--- src/srrb_pkg.sv ---
package srrb_pkg;

  // ****************************************************************
  // Bus map
  // ****************************************************************
  localparam int          SRRB_AW          = 8;
  localparam logic [7:0]  OFF_CMP_WORD     = 8'h00;
  localparam logic [7:0]  OFF_ALARM_WORD   = 8'h04;
  localparam logic [7:0]  OFF_PMU_CTRL     = 8'h08;
  localparam logic [7:0]  OFF_INT_STAT     = 8'h0c;
  localparam logic [7:0]  OFF_INT_CLR      = 8'h10;
  localparam logic [7:0]  OFF_INT_EN       = 8'h14;
  localparam logic [7:0]  OFF_PMU_RB0      = 8'h18;
  localparam logic [7:0]  OFF_PMU_RB3      = 8'h24;

  // ****************************************************************
  // Word layout
  // ****************************************************************
  localparam int          NUM_CH           = 4;
  localparam int          NUM_EVT          = 9;
  localparam logic [1:0]  CMP_TYPE         = 2'h1;
  localparam logic [1:0]  ALARM_TYPE       = 2'h3;
  localparam int          TYPE_HI_POS      = 23;
  localparam int          CMP_BASE_POS     = 21;
  localparam int          TEMP_LAT_POS     = 21;
  localparam int          TEMP_LIVE_POS    = 20;
  localparam int          GUARD_BASE_POS   = 19;
  localparam int          CLAMP_BASE_POS   = 11;
  localparam int          PMU_CLR_POS      = 6;
  localparam int          PMU_RB_LAT_POS   = 6;
  localparam int          PMU_RB_LIVE_POS  = 5;
  localparam logic [23:0] CMP_WORD_RST     = 24'h400000;
  localparam logic [23:0] ALARM_WORD_RST   = 24'hfffff0;

  // ****************************************************************
  // Carriers
  // ****************************************************************
  typedef struct packed {
    logic [3:0] cmp_low;
    logic [3:0] cmp_high;
    logic       temp;
    logic [3:0] guard;
    logic [3:0] clamp;
  } srrb_pins_t;

  localparam srrb_pins_t PINS_RST = '{cmp_low: 4'h0, cmp_high: 4'h0,
                                      temp: 1'h1, guard: 4'hf,
                                      clamp: 4'hf};

  typedef struct packed {
    logic        cyc;
    logic        stb;
    logic        we;
    logic [7:0]  adr;
    logic [3:0]  sel;
    logic [31:0] dat;
  } srrb_wb_req_t;

  typedef struct packed {
    srrb_pins_t  s1;
    srrb_pins_t  s2;
    logic        lt_temp;
    logic [3:0]  lt_guard;
    logic [3:0]  lt_clamp;
    logic [8:0]  int_stat;
    logic [8:0]  int_en;
    logic        ack;
    logic [31:0] rdata;
    logic        irq;
    logic        tmp_oe;
    logic        cg_oe;
  } srrb_state_t;

endpackage : srrb_pkg

--- src/srrb_top.sv ---
// Added by the designer: the Wishbone interface to the registers and the placing of the registers.
`timescale 1ns/1ps
`default_nettype none

module srrb_top
  import srrb_pkg::*;
(
  input  wire logic         clk_i,
  input  wire logic         rst_i,
  input  wire srrb_wb_req_t wb_req_i,
  output var  logic         wb_ack_o,
  output var  logic [31:0]  wb_dat_o,
  input  wire srrb_pins_t   pins_i,
  output var  logic         irq_o,
  output var  logic         temp_alarm_pin_o,
  output var  logic         temp_alarm_pin_oe_o,
  output var  logic         clamp_guard_alarm_pin_o,
  output var  logic         clamp_guard_alarm_pin_oe_o
);

  // ****************************************************************
  // State
  // ****************************************************************
  localparam srrb_state_t STATE_RST = '{
    s1:       PINS_RST,
    s2:       PINS_RST,
    lt_temp:  1'h1,
    lt_guard: 4'hf,
    lt_clamp: 4'hf,
    int_stat: 9'h000,
    int_en:   9'h000,
    ack:      1'h0,
    rdata:    32'h0000_0000,
    irq:      1'h0,
    tmp_oe:   1'h1,
    cg_oe:    1'h1
  };

  srrb_state_t state_reg;
  srrb_state_t state_next;

  logic [23:0] cmp_word;
  logic [23:0] alarm_word;
  logic [23:0] pmu_rb_word;
  logic        bus_hit;
  logic        bus_wr;
  logic        clr_latch;
  logic [8:0]  evt;
  logic [31:0] wmask;

  // ****************************************************************
  // Readback words
  // ****************************************************************
  always_comb begin
    cmp_word = 24'h000000;
    cmp_word[TYPE_HI_POS -: 2] = CMP_TYPE;
    for (int i = 0; i < NUM_CH; i++) begin
      cmp_word[CMP_BASE_POS - 2*i]     = state_reg.s2.cmp_low[i];
      cmp_word[CMP_BASE_POS - 2*i - 1] = state_reg.s2.cmp_high[i];
    end
  end

  always_comb begin
    alarm_word = 24'h000000;
    alarm_word[TYPE_HI_POS -: 2] = ALARM_TYPE;
    // One device-wide temperature pair
    alarm_word[TEMP_LAT_POS]  = state_reg.lt_temp;
    alarm_word[TEMP_LIVE_POS] = state_reg.tmp_oe;
    for (int i = 0; i < NUM_CH; i++) begin
      alarm_word[GUARD_BASE_POS - 2*i]     = state_reg.lt_guard[i];
      alarm_word[GUARD_BASE_POS - 2*i - 1] = state_reg.s2.guard[i];
      alarm_word[CLAMP_BASE_POS - 2*i]     = state_reg.lt_clamp[i];
      alarm_word[CLAMP_BASE_POS - 2*i - 1] = state_reg.s2.clamp[i];
    end
  end

  // Only the temperature pair is modelled in the channel readback
  always_comb begin
    pmu_rb_word = 24'h000000;
    pmu_rb_word[PMU_RB_LAT_POS]  = state_reg.lt_temp;
    pmu_rb_word[PMU_RB_LIVE_POS] = state_reg.tmp_oe;
  end

  // ****************************************************************
  // Next state
  // ****************************************************************
  always_comb begin
    state_next = state_reg;
    bus_hit = wb_req_i.cyc & wb_req_i.stb & ~state_reg.ack;
    bus_wr  = bus_hit & wb_req_i.we;
    wmask   = {{8{wb_req_i.sel[3]}}, {8{wb_req_i.sel[2]}},
               {8{wb_req_i.sel[1]}}, {8{wb_req_i.sel[0]}}};
    clr_latch = bus_wr & (wb_req_i.adr == OFF_PMU_CTRL) &
                wb_req_i.sel[0] & wb_req_i.dat[PMU_CLR_POS];

    // Two flops per pin; only the second one is looked at
    state_next.s1 = pins_i;
    state_next.s2 = state_reg.s1;

    // A latch going from clear to set is the interrupt event
    evt = {state_reg.tmp_oe & ~state_reg.lt_temp,
           state_reg.s2.guard & ~state_reg.lt_guard,
           state_reg.s2.clamp & ~state_reg.lt_clamp};

    // A live alarm beats a clear in the same cycle
    state_next.lt_temp  = state_reg.tmp_oe |
                          (state_reg.lt_temp & ~clr_latch);
    state_next.lt_guard = state_reg.s2.guard |
                          (state_reg.lt_guard & {4{~clr_latch}});
    state_next.lt_clamp = state_reg.s2.clamp |
                          (state_reg.lt_clamp & {4{~clr_latch}});

    // Pins are driven low while the alarm stands
    state_next.tmp_oe = state_reg.s2.temp;
    state_next.cg_oe  = |{state_reg.s2.guard, state_reg.s2.clamp};

    // Set wins over clear
    state_next.int_stat = evt;
    if (bus_wr && wb_req_i.adr == OFF_INT_CLR) begin
      state_next.int_stat = evt |
        (state_reg.int_stat & ~(wb_req_i.dat[8:0] & wmask[8:0]));
    end else begin
      state_next.int_stat = evt | state_reg.int_stat;
    end
    if (bus_wr && wb_req_i.adr == OFF_INT_EN) begin
      state_next.int_en = (state_reg.int_en & ~wmask[8:0]) |
                          (wb_req_i.dat[8:0] & wmask[8:0]);
    end
    state_next.irq = |(state_next.int_stat & state_next.int_en);

    // Status words ignore writes; unmapped reads return zero
    state_next.ack = bus_hit;
    if (bus_hit && !wb_req_i.we) begin
      if (wb_req_i.adr == OFF_CMP_WORD) begin
        state_next.rdata = {8'h00, cmp_word};
      end else if (wb_req_i.adr == OFF_ALARM_WORD) begin
        state_next.rdata = {8'h00, alarm_word};
      end else if (wb_req_i.adr == OFF_INT_STAT) begin
        state_next.rdata = {23'h000000, state_reg.int_stat};
      end else if (wb_req_i.adr == OFF_INT_EN) begin
        state_next.rdata = {23'h000000, state_reg.int_en};
      end else if (wb_req_i.adr >= OFF_PMU_RB0 &&
                   wb_req_i.adr <= OFF_PMU_RB3 &&
                   wb_req_i.adr[1:0] == 2'h0) begin
        state_next.rdata = {8'h00, pmu_rb_word};
      end else begin
        state_next.rdata = 32'h0000_0000;
      end
    end
  end

  always_ff @(posedge clk_i) begin
    if (rst_i) begin
      state_reg <= STATE_RST;
    end else begin
      state_reg <= state_next;
    end
  end

  // ****************************************************************
  // Outputs
  // ****************************************************************
  // Open-drain pins only ever pull low
  assign wb_ack_o                   = state_reg.ack;
  assign wb_dat_o                   = state_reg.rdata;
  assign irq_o                      = state_reg.irq;
  assign temp_alarm_pin_o           = 1'b0;
  assign temp_alarm_pin_oe_o        = state_reg.tmp_oe;
  assign clamp_guard_alarm_pin_o    = 1'b0;
  assign clamp_guard_alarm_pin_oe_o = state_reg.cg_oe;
endmodule : srrb_top

`default_nettype wire

--- config.mk ---
export PLATFORM = sky130hd
export DESIGN_NAME = srrb_top
export DESIGN_NICKNAME = d
export VERILOG_FILES = /design/src/srrb_pkg.sv /design/src/srrb_top.sv
export SDC_FILE = /design/constraint.sdc
export NUM_CORES = 1
export LEC_CHECK = 0
export BUFFER_PORTS_ARGS = -buffer_cell sky130_fd_sc_hd__clkbuf_2
export CORE_AREA = 2 2 96 98
export CTS_CLUSTER_DIAMETER = 60
export DETAILED_ROUTE_END_ITERATION = 10
export DIE_AREA = 0 0 98 100
export PLACE_DENSITY = 0.62
export SLEW_MARGIN = 25
export SYNTH_ARGS = -nofsm -noshare
export SYNTH_HDL_FRONTEND = slang
export SYNTH_SLANG_ARGS = --single-unit
--- constraint.sdc ---
create_clock -name clk_i -period 2.6 [get_ports clk_i]
set_clock_uncertainty 0.2 [all_clocks]
set_input_delay 0.52 -clock clk_i [delete_from_list [all_inputs] [get_ports clk_i]]
set_output_delay 0.52 -clock clk_i [all_outputs]
set_load 0.02 [all_outputs]
==> results.md <==
- Endpoints failing setup: 0
- Leak: 0.00173 uW
- # port buffers: 68
- Hold path endpoint: state_next[67]
- Post-Synth XOR/XNOR Area: 0%
- Vias per cell: 4.90
- Chip Height: 100 um
- Layout fillers: 878
- Switching power total: 586 uW
- Syn_area_per_cell: 9.69 sq um
- Worst R2R Setup Slack: 0.47 ns
- Max IR drop VDD: 0.343 mV
- Comb pwr share: 5.4%
- PD cells: 632 nW/um^2
- Post-route ant nets: 0
- Reg area: 1780 sq um
- Max Slew Vio Count: 0
- Share of the synthesized area in the top cell type: 51.7%
- Grt total ovfl: 0
- Power Total: 2490 uW
- CTS tree: done
- Top-count cell post-synth: dfxtp_1
- Clock sinks: 89
- Worst reg2reg endpoint: irq_o
- Post-CTS Hold Buffers: 0
- Final hold slack: 0.138 ns
- Synthesized-area fraction occupied by adder cells: 0%
- Max reg flops: 24
- Mapped cell area: 3450 sq um
- Multi-input logic area: 1320 sq um
- Max_cap viols: 0
- Post-CTS Setup Inserts: 0
- Hold Crit Class: in2reg
- Max clock buf depth: 2
- Reg clk slew, reported paths: 0.09 ns
- ANT cells: 0
- Data required, critical path: 2.63 ns
- H-Tree Depth: 3
- Worst hold stages: 2
- CTS root buffer: clkbuf_8
- Final hold violations: 0
- Synth Area in Compound Gates: 12.9%
- Met1 wire length: 3110 um
- Vias in the first global route: 2421
- Final Critical Period: 2.13 ns
- Gpl congestion: 0.868
- DP Wirelength: 5130 um
- Multiplexer area fraction after synthesis: 2.61%
- Synth unique cells: 40
- Core footprint: 8890 sq um
- TNS Setup: 0 ns
- Slew margin rel.: 59.9%
- CTS Buf Count: 9
- Remaining DRCs: 0
- Top routing layer in use: met4
- Kind of critical path: reg2reg
- CP Launch Type: register
- Layout cells sized above 1: 30.0%
- Worst slew pin tran: 0.602 ns
- Cell taking the most area after synthesis: dfxtp_1
- IO Pins: 104
- Worst-path maximum fanout: 8
- Met2 wire length: 3280 um
- Syn-to-layout area delta: 14.1%
- Worst r2r src: wb_ack_o
- Initial cell density of the core: 38.8%
- Crit share post-route: 82.1%
- Fmax: 0.469 GHz
- DR WL met3: 376 um
- DR pass1 iterations: 4
- Yosys warning total: 0
- Post-Syn Instances: 356
- Pin count of the biggest net entering global routing: 36
- Final #Nets: 471
- Largest family of logic cells by synthesized area: simple AND/OR/NAND/NOR gates
- Worst reg-to-reg path cell count: 6
- Sequential cell area fraction in the yosys report: 51.7%
- Area contributors post-synth: dfxtp_1 52%, buf_4 7.4%, nor2_1 5.2%
- Most frequent cells after synthesis: 89 x dfxtp_1, 48 x nor2_1, 34 x buf_4, 21 x a21oi_1, 19 x or2_2
- Die X: 98 um
- Vias: 2554
- Post_cts resized: 0
- GRT Total Usage: 15.1%
- CP endpoint kind: register
- Total Die Area: 9800 sq um
- Global-route wire length before repair: 11600 um
- Cell Int Power: 1900 uW
- CP Data Arrival Time: 2.17 ns
- Switching Fraction: 23.5%
- Asr flop ratio synth: 0%
- Status: finished clean
- Seq cells post-synth: 89
- Final std cells w/o fill: 521
- Placement Rows: 35
- Synth Area in Simple Gates: 21.8%
- HP Start: pins_i[4]
- Seq pwr share: 56.3%
- Initial antenna violation count: 0
- Synth Flop Type: dfxtp_1
- Worst skew pair latency: 0.35 ns
- RSZ-0062 raised after global routing: no
- Post-synth EDFFs: 0
- Wire length per cell: 13.3 um
- 1st-iter DRT viols: 154
- Placed Instances: 505
- Total routed wirelength: 6940 um
- Clock share of power: 38.4%
[cells by family (layout without fill, tap and decap cells)]
| family | Yosys count | count (layout) |
|---|---|---|
| AOI/OAI and AO/OA | 64 | 64 |
| buffers and inverters | 65 | 110 |
| DFF | 89 | 89 |
| muxes | 9 | 9 |
| other | 1 | 10 |
| and+or+nand+nor | 128 | 128 |
[cell type report]
cell class / instances / area share [%]
clock buffer: 10 / 3.24
clock inverter: 6 / 1.91
inverter: 13 / 1.24
multi-input combinational: 211 / 33.7
sequential: 89 / 45.3
tap: 111 / 3.53
timing repair buffer: 81 / 11.1
[layout by cell type (no fill, tap or decap), types with 5 or more instances in the layout]
cell type	synthesis	layout
buf_4	34	13
conb_1	1	10
nor2_1	48	48
a22oi_1	13	13
or2_2	19	19
mux2i_1	9	9
a222oi_1	9	9
a21oi_1	21	21
nor2b_1	17	17
clkbuf_2	0	68
dfxtp_1	89	89
clkbuf_8	0	9
inv_1	13	13
a221oi_1	5	5
nand3_1	6	6
nand2_1	9	9
o22ai_1	6	6
[power by group through the flow]
stage | logic (uW) | registers [uW] | clock network (uW)
3_3_place_gp | 134 | 1430 | 0
4_1_cts | 136 | 1400 | 982
3_5_place_dp | 135 | 1430 | 0
2_1_floorplan | 83.2 | 1430 | 0
5_1_grt | 149 | 1400 | 1040
6_report | 134 | 1400 | 955
[critical path, cell delays in order, from the launching register on]
cell and delay, ns:
dfxtp_1 0.34, and4b_1 0.42, nand4_4 0.27, mux2i_1 0.28, o22ai_1 0.13, nor4_1 0.25
a21oi_1 0.12
[layer usage]
metal  up-vias  GRT usage [%]
met5         -              0
met4         0           6.62
met3        11           4.25
met2        77           24.8
met1      1183           18.5
li1       1283              -
[how the worst max path moves through the flow]
stage                      start        endpoint  slack, ns  depth (start not counted)
floorplan           wb_req_i[43]  alarm_word[15]       0.47                          5
global placement    wb_req_i[43]   alarm_word[5]       0.13                          5
detailed placement  wb_req_i[43]   alarm_word[5]       0.13                          5
CTS                     wb_ack_o           irq_o       0.46                          6
global route            wb_ack_o           irq_o       0.32                          7
finish                  wb_ack_o           irq_o       0.47                          6
[through the flow]
| stage | utilization (%) | cell area, sq um | worst slack [ns] |
|---|---|---|---|
| 5_1_grt | 44.3 | 3930 | 0.325 |
| 3_5_place_dp | 42.0 | 3730 | 0.130 |
| 3_3_place_gp | 42.0 | 3730 | 0.134 |
| 4_1_cts | 44.3 | 3930 | 0.458 |
| 6_report | 44.3 | 3930 | 0.466 |
| 2_1_floorplan | - | 3480 | 0.473 |
(Power assumes the default switching activity.)
